## config.mk

```make
export PLATFORM = sky130hd
export DESIGN_NAME = sfu_core
export DESIGN_NICKNAME = d
export VERILOG_FILES = /design/src/core/sfu_pkg.sv /design/src/core/sfu_core.sv /design/src/core/sfu_baud.sv
export SDC_FILE = /design/constraint.sdc
export NUM_CORES = 1
export LEC_CHECK = 0
export ABC_AREA = 1
export BUFFER_PORTS_ARGS = -buffer_cell sky130_fd_sc_hd__buf_2
export CORE_MARGIN = 5
export CORE_UTILIZATION = 41
export DETAILED_ROUTE_END_ITERATION = 8
export GPL_TIMING_DRIVEN = 1
export PLACE_DENSITY = 0.62
export SYNTH_ARGS = -nofsm -noshare
export SYNTH_HDL_FRONTEND = slang
export SYNTH_SLANG_ARGS = --single-unit
```

## constraint.sdc

```tcl
create_clock -name clk -period 4.6 [get_ports clk]
set_input_delay 0.92 -clock clk [delete_from_list [all_inputs] [get_ports clk]]
set_output_delay 0.92 -clock clk [all_outputs]
set_load 0.01 [all_outputs]
```

## src/core/sfu_pkg.sv

```systemverilog
// Constants and types shared by the serial format and transmit holding unit.
// Functional notes
// RQ1 - Empty shifter takes held byte, starts sending.
// RQ2 - Software refills holding register during shifting.
// RQ3 - Holding register always accessible, resets to ones.
// RQ4 - Format register always accessible, resets to zero.
// RQ5 - Format bit 7 picks asynchronous or synchronous.
// RQ6 - Bit 6 picks seven or eight bits.
// RQ7 - Seven-bit characters drop holding register bit 7.
// RQ8 - Bit 5 adds and checks parity, asynchronous only.
// RQ9 - Bit 4 picks even or odd parity.
// RQ10 - Parity makes total count of ones even/odd.
// RQ11 - Bit 3 gives one or two stop bits.
// RQ12 - Receiver checks only the first stop bit.
// RQ13 - Bit 2 selects multiprocessor format, overrides parity.
// RQ14 - Bits 1:0 pick clock divided 1/4/16/64.
// RQ15 - No transfer while the empty flag is set.
// RQ16 - Characters leave least significant bit first.
// RQ17 - Software sets format before enabling transmitter.
package sfu_pkg;

	// Register byte offsets on the bus.
	localparam logic [4:0] SFU_OFS_FMT  = 5'h00;
	localparam logic [4:0] SFU_OFS_TXH  = 5'h04;
	localparam logic [4:0] SFU_OFS_CTL  = 5'h08;
	localparam logic [4:0] SFU_OFS_DIV  = 5'h0C;
	localparam logic [4:0] SFU_OFS_STAT = 5'h10;
	localparam logic [4:0] SFU_OFS_EVT  = 5'h14;
	localparam logic [4:0] SFU_OFS_MASK = 5'h18;
	localparam logic [4:0] SFU_OFS_RXD  = 5'h1C;

	// Reset values.
	localparam logic [7:0] SFU_TXH_RST = 8'hFF;
	localparam logic [7:0] SFU_FMT_RST = 8'h00;
	localparam logic [7:0] SFU_DIV_RST = 8'hFF;
	localparam logic [2:0] SFU_CTL_RST = 3'h0;
	localparam logic [5:0] SFU_EVT_RST = 6'h00;

	// Format register fields.
	localparam int SFU_FMT_SYNC_MODE          = 7;
	localparam int SFU_FMT_CHAR_LENGTH_SELECT = 6;
	localparam int SFU_FMT_PARITY_ENABLE      = 5;
	localparam int SFU_FMT_ODD                = 4;
	localparam int SFU_FMT_TWO_STOP           = 3;
	localparam int SFU_FMT_MULTIPROC_FORMAT   = 2;
	localparam int SFU_FMT_PRESCALER_SELECT_HI = 1;
	localparam int SFU_FMT_PRESCALER_SELECT_LO = 0;

	// Control register fields.
	localparam int SFU_CTL_TX_ENABLE  = 0;
	localparam int SFU_CTL_RX_ENABLE  = 1;
	localparam int SFU_CTL_MPROC_BIT  = 2;

	// Live status register fields.
	localparam int SFU_ST_TX_EMPTY_FLAG = 0;
	localparam int SFU_ST_TX_BUSY       = 1;
	localparam int SFU_ST_RX_BUSY       = 2;
	localparam int SFU_ST_MPROC_BIT     = 3;

	// Sticky event bits, shared by the event and mask registers.
	localparam int SFU_EV_TX_EMPTY = 0;
	localparam int SFU_EV_TX_END   = 1;
	localparam int SFU_EV_RX_FULL  = 2;
	localparam int SFU_EV_PARITY   = 3;
	localparam int SFU_EV_FRAMING  = 4;
	localparam int SFU_EV_OVERRUN  = 5;

	// Prescaler tap codes.
	localparam logic [1:0] SFU_CKS_DIV1  = 2'h0;
	localparam logic [1:0] SFU_CKS_DIV4  = 2'h1;
	localparam logic [1:0] SFU_CKS_DIV16 = 2'h2;

	// Baud ticks per bit: sixteen, sampled in the middle.
	localparam logic [3:0] SFU_TICK_MID  = 4'h8;
	localparam logic [3:0] SFU_TICK_LAST = 4'hF;

	// Transmit and receive sequencer states.
	typedef enum logic {
		SFU_TX_IDLE  = 1'b0,
		SFU_TX_SHIFT = 1'b1
	} sfu_tx_st_t;

	typedef enum logic [1:0] {
		SFU_RX_IDLE  = 2'b00,
		SFU_RX_START = 2'b01,
		SFU_RX_DATA  = 2'b10
	} sfu_rx_st_t;

endpackage

```

## src/core/sfu_core.sv

```systemverilog
// Serial format unit: registers on the bus, transmit holding stage, shifter and receiver.
//
// The implementer's own choices: the Avalon-MM register port and the register offsets.
`timescale 1ns/1ps
module sfu_core
	import sfu_pkg::*;
(
	input  wire logic        clk,
	input  wire logic        sys_rst,
	input  wire logic [4:0]  avs_address,
	input  wire logic        avs_read,
	input  wire logic        avs_write,
	input  wire logic [31:0] avs_writedata,
	output logic [31:0]      avs_readdata,
	output logic             avs_waitrequest,
	input  wire logic        ser_rxd,
	output logic             ser_txd,
	output logic             ser_sck,
	output logic             irq
);

	// All state of the unit, except the baud divider's, in one word.
	typedef struct packed {
		logic [7:0]  serial_format_register; // Character format.
		logic [7:0]  tx_holding_register;    // Byte waiting to be sent.
		logic [2:0]  ctl;                    // Enables and multiprocessor bit.
		logic [7:0]  div;                    // Bit-rate divisor.
		logic [5:0]  evt;                    // Sticky events.
		logic [5:0]  mask;                   // Event mask.
		logic [7:0]  rxd;                    // Last received byte.
		logic        tx_empty_flag;          // Holding register has no new byte.
		logic        mproc_rx;               // Multiprocessor bit last received.
		sfu_tx_st_t  tx_st;                  // Transmit sequencer.
		logic [3:0]  tx_tick;                // Tick within current bit.
		logic [3:0]  tx_left;                // Bits left in frame.
		logic [11:0] tx_frm;                 // Frame shifter, bit 0 on the line.
		logic        txd;                    // Line output.
		logic        sck;                    // Clock output, synchronous mode.
		sfu_rx_st_t  rx_st;                  // Receive sequencer.
		logic [3:0]  rx_tick;                // Tick within current bit.
		logic [3:0]  rx_idx;                 // Next frame bit to store.
		logic [11:0] rx_frm;                 // Received frame bits.
		logic        wait_n;                 // Low for the answering cycle.
		logic [31:0] rdata;                  // Read data to the bus.
		logic        irq;                    // Interrupt level.
		logic        rx_meta;                // First synchroniser stage.
		logic        rx_sync;                // Second synchroniser stage.
	} sfu_state_t;

	sfu_state_t s_q;
	sfu_state_t s_d;
	logic       tick;       // Baud tick, sixteen per bit.
	logic       fin;        // Last bit of a frame is ending.
	logic       sync_m;     // Synchronous mode selected.
	logic [5:0] ev_set;     // Events raised this cycle.
	logic [5:0] ev_clr;     // Events cleared by software.
	logic       del;        // A received character is ready.
	logic [7:0] del_data;   // Its data.
	logic       del_perr;   // Its parity error.
	logic       del_ferr;   // Its framing error.
	logic [3:0] pos;        // Stop bit position of the frame.

	sfu_baud u_baud (
		.clk           (clk),
		.sys_rst       (sys_rst),
		.prescaler_sel ({s_q.serial_format_register[SFU_FMT_PRESCALER_SELECT_HI],
		                 s_q.serial_format_register[SFU_FMT_PRESCALER_SELECT_LO]}),
		.divisor       (s_q.div),
		.tick          (tick)
	);

	// Data bits per character: seven only when asynchronous and selected.
	function automatic logic [3:0] sfu_ndata(input logic [7:0] f);
		if (!f[SFU_FMT_SYNC_MODE] && f[SFU_FMT_CHAR_LENGTH_SELECT]) begin // [RQ6]
			return 4'h7;
		end
		return 4'h8;
	endfunction

	// An extra bit follows the data when parity or multiprocessor format applies.
	function automatic logic sfu_extra(input logic [7:0] f);
		return !f[SFU_FMT_SYNC_MODE] && (f[SFU_FMT_MULTIPROC_FORMAT] || f[SFU_FMT_PARITY_ENABLE]); // [RQ8]
	endfunction

	// Position of the first stop bit: start, data and extra bit precede it.
	function automatic logic [3:0] sfu_stop_pos(input logic [7:0] f);
		return 4'h1 + sfu_ndata(f) + {3'h0, sfu_extra(f)};
	endfunction

	// Parity over the character; even gives an even total of ones.
	function automatic logic sfu_parity(input logic [7:0] d, input logic [7:0] f);
		logic [7:0] m;
		m = d;
		if (sfu_ndata(f) == 4'h7) begin
			m[7] = 1'b0;
		end
		return (^m) ^ f[SFU_FMT_ODD]; // [RQ9] [RQ10]
	endfunction

	// Build a whole frame, bit 0 first on the line, idle ones beyond the end.
	function automatic logic [11:0] sfu_frame(input logic [7:0] d, input logic [7:0] f, input logic mb);
		logic [11:0] fr;
		logic [3:0]  n;
		fr = 12'hFFF;
		n  = sfu_ndata(f);
		if (f[SFU_FMT_SYNC_MODE]) begin
			// Clocked mode sends the bare byte: no start, parity or stop.
			fr[7:0] = d; // [RQ5] [RQ11]
		end else begin
			fr[0] = 1'b0;
			for (int i = 0; i < 8; i++) begin
				if (4'(i) < n) begin
					fr[i + 1] = d[i]; // [RQ7] [RQ16]
				end
			end
			if (f[SFU_FMT_MULTIPROC_FORMAT]) begin
				fr[4'h1 + n] = mb; // [RQ13]
			end else if (f[SFU_FMT_PARITY_ENABLE]) begin
				fr[4'h1 + n] = sfu_parity(d, f); // [RQ8]
			end
		end
		return fr;
	endfunction

	// Frame length in bits, stop bits included.
	function automatic logic [3:0] sfu_len(input logic [7:0] f);
		if (f[SFU_FMT_SYNC_MODE]) begin
			return 4'h8;
		end
		return sfu_stop_pos(f) + 4'h1 + {3'h0, f[SFU_FMT_TWO_STOP]}; // [RQ11]
	endfunction

	// Next-state logic for the whole unit.
	always_comb begin
		s_d      = s_q;
		ev_set   = '0;
		ev_clr   = '0;
		fin      = 1'b0;
		del      = 1'b0;
		del_data = 8'h00;
		del_perr = 1'b0;
		del_ferr = 1'b0;
		sync_m   = s_q.serial_format_register[SFU_FMT_SYNC_MODE]; // [RQ5]
		pos      = sfu_stop_pos(s_q.serial_format_register);

		// The raw line crosses into this clock through two flops.
		s_d.rx_meta = ser_rxd;
		s_d.rx_sync = s_q.rx_meta;

		// Advance the transmit shifter on each baud tick.
		if (s_q.tx_st == SFU_TX_SHIFT && tick) begin
			s_d.tx_tick = s_q.tx_tick + 4'h1;
			// In clocked mode the receiver samples at the clock's rising edge.
			if (sync_m && s_q.ctl[SFU_CTL_RX_ENABLE] && s_q.tx_tick == SFU_TICK_MID) begin
				s_d.rx_frm[s_q.rx_idx] = s_q.rx_sync;
				s_d.rx_idx = s_q.rx_idx + 4'h1;
				if (s_q.rx_idx == 4'h7) begin
					del      = 1'b1;
					del_data = {s_q.rx_sync, s_q.rx_frm[6:0]};
					s_d.rx_idx = 4'h0;
				end
			end
			if (s_q.tx_tick == SFU_TICK_LAST) begin
				s_d.tx_frm  = {1'b1, s_q.tx_frm[11:1]}; // [RQ16]
				s_d.tx_left = s_q.tx_left - 4'h1;
				fin = (s_q.tx_left == 4'h1);
			end
		end

		// Load a held byte as soon as the shifter runs dry; a byte written in
		// time follows the last stop bit with no idle gap.
		if ((s_q.tx_st == SFU_TX_IDLE || fin) && s_q.ctl[SFU_CTL_TX_ENABLE]
		    && !s_q.tx_empty_flag) begin // [RQ1] [RQ2] [RQ15]
			s_d.tx_frm  = sfu_frame(s_q.tx_holding_register, s_q.serial_format_register,
			                        s_q.ctl[SFU_CTL_MPROC_BIT]);
			s_d.tx_left = sfu_len(s_q.serial_format_register);
			s_d.tx_tick = 4'h0;
			s_d.tx_st   = SFU_TX_SHIFT;
			s_d.rx_idx  = sync_m ? 4'h0 : s_q.rx_idx;
			s_d.tx_empty_flag = 1'b1; // [RQ1]
			ev_set[SFU_EV_TX_EMPTY] = 1'b1;
		end else if (fin) begin
			// Nothing new was held: the line goes idle.
			s_d.tx_st = SFU_TX_IDLE;
			ev_set[SFU_EV_TX_END] = 1'b1;
		end

		// Asynchronous receiver with mid-bit sampling.
		if (sync_m || !s_q.ctl[SFU_CTL_RX_ENABLE]) begin
			s_d.rx_st = SFU_RX_IDLE;
		end else begin
			case (s_q.rx_st)
				SFU_RX_IDLE: begin
					// A low level may be a start bit.
					if (!s_q.rx_sync) begin
						s_d.rx_st   = SFU_RX_START;
						s_d.rx_tick = 4'h0;
					end
				end
				SFU_RX_START: begin
					if (tick) begin
						s_d.rx_tick = s_q.rx_tick + 4'h1;
						if (s_q.rx_tick == SFU_TICK_MID) begin
							// Still low at mid-bit: a real start; else a glitch.
							s_d.rx_st   = s_q.rx_sync ? SFU_RX_IDLE : SFU_RX_DATA;
							s_d.rx_tick = 4'h0;
							s_d.rx_idx  = 4'h1;
						end
					end
				end
				SFU_RX_DATA: begin
					if (tick) begin
						s_d.rx_tick = s_q.rx_tick + 4'h1;
						if (s_q.rx_tick == SFU_TICK_LAST) begin
							s_d.rx_frm[s_q.rx_idx] = s_q.rx_sync;
							s_d.rx_idx = s_q.rx_idx + 4'h1;
							if (s_q.rx_idx == pos) begin
								// Only the first stop bit is judged; the
								// receiver rearms at once, so a low second
								// stop bit is taken as the next start.
								s_d.rx_st = SFU_RX_IDLE; // [RQ12]
								del       = 1'b1;
								del_data  = s_q.rx_frm[8:1];
								if (sfu_ndata(s_q.serial_format_register) == 4'h7) begin
									del_data[7] = 1'b0;
								end
								del_ferr = !s_q.rx_sync; // [RQ12]
								if (s_q.serial_format_register[SFU_FMT_MULTIPROC_FORMAT]) begin
									s_d.mproc_rx = s_q.rx_frm[pos - 4'h1]; // [RQ13]
								end else if (s_q.serial_format_register[SFU_FMT_PARITY_ENABLE]) begin
									del_perr = s_q.rx_frm[pos - 4'h1]
									           != sfu_parity(del_data, s_q.serial_format_register); // [RQ10]
								end
							end
						end
					end
				end
				default: begin
					s_d.rx_st = SFU_RX_IDLE;
				end
			endcase
		end

		// Hand a received character over, unless the last one is unread.
		if (del) begin
			if (s_q.evt[SFU_EV_RX_FULL]) begin
				// The old byte is kept; the new one is lost.
				ev_set[SFU_EV_OVERRUN] = 1'b1;
			end else begin
				s_d.rxd = del_data;
				ev_set[SFU_EV_RX_FULL] = 1'b1;
				ev_set[SFU_EV_PARITY]  = del_perr;
				ev_set[SFU_EV_FRAMING] = del_ferr;
			end
		end

		// Bus slave: a request is answered with one cycle of waitrequest low.
		s_d.wait_n = 1'b1;
		if ((avs_read || avs_write) && s_q.wait_n) begin
			s_d.wait_n = 1'b0;
			case (avs_address)
				SFU_OFS_FMT:  s_d.rdata = {24'h00_0000, s_q.serial_format_register}; // [RQ4]
				SFU_OFS_TXH:  s_d.rdata = {24'h00_0000, s_q.tx_holding_register};    // [RQ3]
				SFU_OFS_CTL:  s_d.rdata = {29'h0000_0000, s_q.ctl};
				SFU_OFS_DIV:  s_d.rdata = {24'h00_0000, s_q.div};
				SFU_OFS_STAT: s_d.rdata = {28'h000_0000, s_q.mproc_rx, (s_q.rx_st != SFU_RX_IDLE),
				                           (s_q.tx_st == SFU_TX_SHIFT), s_q.tx_empty_flag};
				SFU_OFS_EVT:  s_d.rdata = {26'h000_0000, s_q.evt};
				SFU_OFS_MASK: s_d.rdata = {26'h000_0000, s_q.mask};
				SFU_OFS_RXD:  s_d.rdata = {24'h00_0000, s_q.rxd};
				default:      s_d.rdata = 32'h0000_0000;
			endcase
		end

		// Writes take effect on the edge that ends the answering cycle.
		if (avs_write && !s_q.wait_n) begin
			case (avs_address)
				SFU_OFS_FMT: begin
					s_d.serial_format_register = avs_writedata[7:0]; // [RQ4]
				end
				SFU_OFS_TXH: begin
					// Writing a byte marks it as new; a load in the same
					// cycle takes the old byte, so the new one stays held.
					s_d.tx_holding_register = avs_writedata[7:0]; // [RQ3]
					s_d.tx_empty_flag = 1'b0;
				end
				SFU_OFS_CTL:  s_d.ctl  = avs_writedata[2:0];
				SFU_OFS_DIV:  s_d.div  = avs_writedata[7:0];
				SFU_OFS_EVT:  ev_clr   = avs_writedata[5:0];
				SFU_OFS_MASK: s_d.mask = avs_writedata[5:0];
				default: begin
					// Read-only and unmapped offsets ignore writes.
				end
			endcase
		end

		// A disabled transmitter holds the empty flag at one.
		if (!s_d.ctl[SFU_CTL_TX_ENABLE]) begin
			s_d.tx_empty_flag = 1'b1;
		end

		// An event in the cycle of its clear survives: set wins.
		s_d.evt = (s_q.evt & ~ev_clr) | ev_set;
		s_d.irq = |(s_d.evt & s_d.mask);

		// Line outputs come from flops; idle level is high.
		s_d.txd = (s_d.tx_st == SFU_TX_SHIFT) ? s_d.tx_frm[0] : 1'b1; // [RQ16]
		s_d.sck = !(sync_m && s_d.tx_st == SFU_TX_SHIFT && s_d.tx_tick < SFU_TICK_MID);
	end

	// Register the whole state; reset puts every register at its documented value.
	always_ff @(posedge clk or posedge sys_rst) begin
		if (sys_rst) begin
			s_q <= '0;
			s_q.serial_format_register <= SFU_FMT_RST; // [RQ4]
			s_q.tx_holding_register    <= SFU_TXH_RST; // [RQ3]
			s_q.ctl           <= SFU_CTL_RST;
			s_q.div           <= SFU_DIV_RST;
			s_q.evt           <= SFU_EVT_RST;
			s_q.tx_empty_flag <= 1'b1;
			s_q.tx_st         <= SFU_TX_IDLE;
			s_q.rx_st         <= SFU_RX_IDLE;
			s_q.txd           <= 1'b1;
			s_q.sck           <= 1'b1;
			s_q.wait_n        <= 1'b1;
			s_q.rx_meta       <= 1'b1;
			s_q.rx_sync       <= 1'b1;
		end else begin
			s_q <= s_d;
		end
	end

	// Outputs straight from the state flops.
	assign avs_readdata    = s_q.rdata;
	assign avs_waitrequest = s_q.wait_n;
	assign ser_txd         = s_q.txd;
	assign ser_sck         = s_q.sck;
	assign irq             = s_q.irq;

endmodule

```

## src/core/sfu_baud.sv

```systemverilog
// Prescaler and bit-rate divider producing the sixteen-per-bit baud tick.
`timescale 1ns/1ps
module sfu_baud
	import sfu_pkg::*;
(
	input  wire logic       clk,
	input  wire logic       sys_rst,
	input  wire logic [1:0] prescaler_sel,
	input  wire logic [7:0] divisor,
	output logic            tick
);

	// All state of the divider.
	typedef struct packed {
		logic [5:0] pre;   // Free-running prescaler.
		logic [7:0] cnt;   // Divisor counter.
		logic       tick;  // Registered tick pulse.
	} sfu_baud_t;

	sfu_baud_t b_q;
	sfu_baud_t b_d;
	logic      tap;    // Chosen prescaler output pulse.

	// Pick the tap and count it down to one tick per divisor period.
	always_comb begin
		b_d = b_q;
		b_d.pre = b_q.pre + 6'h01;
		case (prescaler_sel) // [RQ14]
			SFU_CKS_DIV1:  tap = 1'b1;
			SFU_CKS_DIV4:  tap = (b_q.pre[1:0] == 2'h3);
			SFU_CKS_DIV16: tap = (b_q.pre[3:0] == 4'hF);
			default:       tap = (b_q.pre == 6'h3F);
		endcase
		b_d.tick = 1'b0;
		if (tap) begin
			// A divisor of N gives one tick every N+1 taps.
			if (b_q.cnt >= divisor) begin
				b_d.cnt  = 8'h00;
				b_d.tick = 1'b1;
			end else begin
				b_d.cnt = b_q.cnt + 8'h01;
			end
		end
	end

	// Register the whole state.
	always_ff @(posedge clk or posedge sys_rst) begin
		if (sys_rst) begin
			b_q <= '0;
		end else begin
			b_q <= b_d;
		end
	end

	assign tick = b_q.tick;

endmodule

```

======== Yosys cells after proc, flatten, opt, wreduce, memory -nomap -nowiden ========
Cells that the tools add are included.
storage, ports and cells
  flip-flop bits (word level) ............. 145
  output and inout bits ................... 36
  input bits .............................. 42
operators by class
  add/sub/neg operators ................... 14
  muxes and demuxes ....................... 178
  reductions and logical operators ........ 42
  bitwise operators ....................... 9
  equal/unequal tests ..................... 34
  magnitude comparators ................... 15
operators by type and width
  kind                                                 number
  2-to-1 mux 4 bit                                     33
  2-to-1 mux 1 bit                                     97
  2-to-1 mux 8 bit                                     11
  2-to-1 mux 16 bit                                    5
  case mux 8 bit (8 select lines)                      1
  bitwise mux 12 bit                                   4
  2-to-1 mux 20 bit                                    2
  2-to-1 mux 12 bit                                    3
  2-to-1 mux 33 bit                                    1
  2-to-1 mux 6 bit                                     5
  2-to-1 mux 22 bit                                    1
  == test 4 bit (second input constant)                5
  == test 5 bit (second input constant)                4
  2-to-1 mux 10 bit                                    2
  adder 4 x 1 -> 4 bit (second input constant)         4
  == test 4 x 3 -> 1 bit (second input constant)       4
  < comparator 3 x 4 -> 1 bit (first input constant)   4
  XOR reduction 8 bit                                  2
  < comparator 4 x 5 -> 1 bit (second input constant)  3
  logical AND 1 bit                                    13
  adder 1 x 4 -> 4 bit (first input constant)          3
  adder 4 x 1 -> 4 bit                                 3
  AND 6 bit                                            2
  inequality test 3 bit (second input constant)        4
  42 further kinds                                     76

======== Depth between registers and ports, before layout ========
  depth after elaboration ................. 44
  mapped depth ............................ 18
  mapped depth without buffers ............ 18

======== Modules after synthesis ========
A second synthesis with hierarchy kept.
second synthesis, totals
  cell total of the unflattened synthesis .. 922
  area, all modules ....................... 7161.9 um^2
by module, submodules not included
  module    instances  cells an instance  area an instance (um^2)
  sfu_core  1          792                6155.9
  sfu_baud  1          130                1006.0

======== Worst setup path before layout ========
Ideal clock, no wire load.
  path kind ............................... in2reg
  start point ............................. input port avs_address[0]
  end point ............................... register s_q[119] in the netlist's numbering
  setup time .............................. 79 ps
  buffers on the path ..................... 1
  slack ................................... 2553 ps
  arrival ................................. 1968 ps
  cell stages on the path ................. 8
  cell sequence ........................... inv_1 -> nand2_1 -> nor3_1 -> nand2_1 -> nor2_1 -> buf_4 -> nand2_1 -> o21ai_0
between the ends
  longest elaborated chain between the ends .. 2
ends and longest elaborated chain
  item                           RTL line         RTL
  start, declared                sfu_core.sv:10   input wire logic [4:0] avs_address,
  == test 5 x 3 -> 1 bit         sfu_core.sv:277  case (avs_address)
  AND reduction 2 bit (no line)  --
  end, declared                  sfu_core.sv:50   sfu_state_t s_q;
Every way passes these cells.
A chain may end at the register's enable or synchronous reset.

======== Worst setup path after layout ========
  start point ............................. register s_q[129] in the netlist's numbering
  end point ............................... register s_q[88] in the netlist's numbering
between the ends
  longest elaborated chain between the ends .. 13
  elaborated cells on any way between the ends .. 26
  classes of those cells .................. add/sub (2); eq/ne (1); mux (16); reduce/logical (7)
ends and longest elaborated chain
  item                           RTL line                        RTL
  logical NOT 1 bit              sfu_core.sv:74, sfu_core.sv:82
  logical AND 1 bit              sfu_core.sv:74                  if (!f[SFU_FMT_SYNC_MODE] && f[SFU_FMT_CHAR_LENGTH_SELECT]) begin
  2-to-1 mux 1 bit               sfu_core.sv:74
  2-to-1 mux 4 bit               sfu_core.sv:77                  return 4'h8;
  adder 1 x 4 -> 4 bit           sfu_core.sv:87                  return 4'h1 + sfu_ndata(f) + {3'h0, sfu_extra(f)};
  adder 4 x 1 -> 4 bit           sfu_core.sv:87
  == test 4 bit                  sfu_core.sv:217                 if (s_q.rx_idx == pos) begin
  2-to-1 mux 1 bit               sfu_core.sv:217
  2-to-1 mux 1 bit               sfu_core.sv:214                 if (s_q.rx_tick == SFU_TICK_LAST) begin
  2-to-1 mux 1 bit               sfu_core.sv:212                 if (tick) begin
  2-to-1 mux 1 bit               sfu_core.sv:192                 case (s_q.rx_st)
  2-to-1 mux 1 bit               sfu_core.sv:189                 if (sync_m || !s_q.ctl[SFU_CTL_RX_ENABLE]) begin
  AND reduction 2 bit (no line)  --
Parallel ways exist; a longest one is shown, timed or not.

==> results.ini <==
[global_route]
grt_pass1_vias = 5424
grt_max_degree = 79
track_usage_pct = 17.7
antenna_found_initial = 0
overflow = 0
grt_pass1_wl_mm = 27.9

[flow_run]
drv_cap = 0

[setup_path]
crit_chain = buf_4 > inv_4 > nand2_1 > ha_1 > nand2_1 > nand2_1 > nor2_1 > and2_1 > nand4_1 > a21oi_2 > nor2_1 > a21oi_1
cp_slowest_cell = ha_1
r2r_setup_slack_ns = 1.95
r2r-start = s_q[129]
worst_path_most_repeated_cell = nand2_1
path_class = flop to flop
critical_path.max_stage_delay_ns = 0.48
crit_arrival_ns = 3.00
r2r_end = s_q[88]
crit_path_end = s_q[88]
rr_worst_depth = 12
critPathLaunch = s_q[129]
cp-end-kind = flop
worst_ep_required_time_ns = 4.94
start_kind = flop
cp_max_fo = 19

[clock_network]
root_buffer = clkbuf_16
postCtsSetupRepairBufs = 0
htree_levels = 4
clk_latency_ns = 0.42
postCtsHoldBufs = 0
clk_pin_slew_ns = 0.06
cts_resized = 0
cts.sinks = 119
cts_made_buffers = 17
cts_tree = done
cts_max_path_buffers = 2

[detailed_routing]
drc_errors = 0
routed_via_density = 4.95
wl_per_cell_um = 14.4
wl_mm = 16.9
vias = 5808
antenna_left = 0
drt_pre_antenna_iters = 6
drt_iter0_markers = 416

[synthesis]
seq_area_frac_synth_pct = 42.9
synth-seq-cells = 119
synth_edf_count = 0
synth.avg_cell_area_um2 = 7.70
synth_cell_types = 49
ys.flop_type = dfrtp_1
ys_async_sr_fraction_pct = 100
yosys_warnings = 0
syn_area_um2 = 7010
syn_inst = 911

[placed_design]
hpwl_mm = 12.6
gp_congestion = 0.877
port_buffers = 29

[sta]
tightest_slew_ns = 0.990
setup_viol = 0
max_freq_mhz = 377
period_minus_slack_ns = 2.65
hold_violations = 0
final_max_slew_viol_count = 0
relSlewSlack_pct = 33.7
rsz0062_at_grt = false
final.setup_skew_ns = 0.00834
fin_tns_setup_ns = 0
final.period_utilization_pct = 57.7
hold_slack_ns = 0.359

[layout]
drive_gt1_share_pct = 12.3
multi_input_area_um2 = 3330
nNetsFinal = 1012
fillers = 1628
antenna_cells = 0
area_growth_pct = 12.0
seqCellArea_um2 = 3010

[floorplanning]
initial_utilization_pct = 42.0
fp-row-count = 47
pin_count = 78
die-height_um = 141
die_w_um = 141
coreArea_um2 = 16700
fp.dieArea_um2 = 19800

[power]
powerDensity_nw_per_um2 = 396
total_leakage_power_nw = 3.86
ir_drop_mv = 0.273

[run_status]
outcome = complete, no violations

[worst_hold_path]
min_path_type = flop to flop

[area by class of cell]
type | instances | area share [%]
inverters | 119 | 5.75
clock buffers | 19 | 5.64
repair buffers | 32 | 2.29
well taps | 220 | 3.50
flip-flops and latches | 119 | 38.3
clock inverters | 13 | 2.17
multi-input cells | 651 | 42.4
[through the flow]
step                setup slack (ns)  power, mW  instances  util (%)  cell area (um2)
global route                    1.64       3.27       1173      47.0             7850
detailed placement              1.75       1.75       1141      43.4             7240
floorplan                      0.559       1.61        934         -             7100
global placement                1.81       1.74       1141      43.4             7240
finish                          1.95       3.11       1173      47.0             7850
CTS                             1.95       3.13       1173      47.0             7850
[worst max-delay path: cells and delay by family (launching register included)]
family	cells	cell delay (ns)
compound gates	2	0.49
simple gates	7	0.91
flops	1	0.36
fa+ha+maj	1	0.48
buf+inv	2	0.32
[synthesized netlist by cell type, types with 3 or more instances]
master     number  area, um2
nand2_1       284       1070
inv_1         113        424
dfrtp_1        97       2430
o21ai_0        78        390
nor2_1         50        188
nand3_1        47        235
buf_4          34        255
a21oi_1        30        150
ha_1           29        363
dfstp_2        22        578
xor2_1         12        105
nand4_1        10       62.6
nor3_1          9       45.0
o22ai_1         9       56.3
xnor2_1         8       70.1
o211ai_1        7       52.6
nand2_2         6       37.5
clkbuf_1        5       18.8
inv_2           5       18.8
o2111ai_1       5       43.8
o21ai_1         5       25.0
nor2_4          4       45.0
nor3_2          4       40.0
a211oi_1        3       22.5
buf_2           3       15.0
o31ai_1         3       22.5
or2_2           3       18.8
[power breakdown]
part	internal (mW)	switching, mW
sequential	1.15	0.0854
clock	0.871	0.505
combinational	0.164	0.335
[cell usage in the layout, fill, tap and decap left out, types with 4 or more instances in the layout]
master / netlist / routed
nor2_1: 50 / 50
nand3_1: 47 / 47
o21ai_0: 78 / 78
nor3_2: 4 / 4
dfstp_2: 22 / 22
o21ai_1: 5 / 5
clkbuf_16: 0 / 17
a21oi_1: 30 / 30
xnor2_1: 8 / 8
nand4_1: 10 / 10
dfrtp_1: 97 / 97
o211ai_1: 7 / 7
xor2_1: 12 / 12
nor3_1: 9 / 9
inv_1: 113 / 112
ha_1: 29 / 29
buf_2: 3 / 29
o22ai_1: 9 / 9
nand2_2: 6 / 6
nor2_4: 4 / 4
o2111ai_1: 5 / 5
inv_2: 5 / 5
conb_1: 1 / 24
nand2_1: 284 / 284
[kinds of logic after synthesis]
group / count (synthesis) / share of synthesized area (%)
compound gates: 149 / 12.0
xor+xnor: 20 / 2.50
fa+ha+maj: 30 / 5.46
buf+inv: 164 / 10.9
flops: 119 / 42.9
mux: 1 / 0.161
other cells: 1 / 0.0535
simple gates: 427 / 26.1
[registers in the layout (all words and copies together) (netlist names)]
name	cells
avs_readdata	8
avs_waitrequest	1
irq	1
s_d	1
s_q	91
ser_sck	1
ser_txd	1
u_baud.b_q	14
u_baud.tick	1
[layer usage]
layer  part of all wire [%]  global-route usage, %
met2                     47                   28.3
met3                    5.4                   3.73
met4                    1.2                   5.10
met5                      0                      0
met1                     47                   24.5
[worst min path at each step]
stage                   to  startpoint  slack, ns  cells after the start
global placement    s_q[0]      s_d[0]       0.35                      0
floorplan           s_q[0]      s_d[0]       0.35                      0
finish              s_q[0]      s_d[0]       0.36                      0
global route        s_q[0]      s_d[0]       0.36                      0
CTS                 s_q[0]      s_d[0]       0.36                      0
detailed placement  s_q[0]      s_d[0]       0.35                      0
No activity file was read; power rests on OpenSTA's default activity.
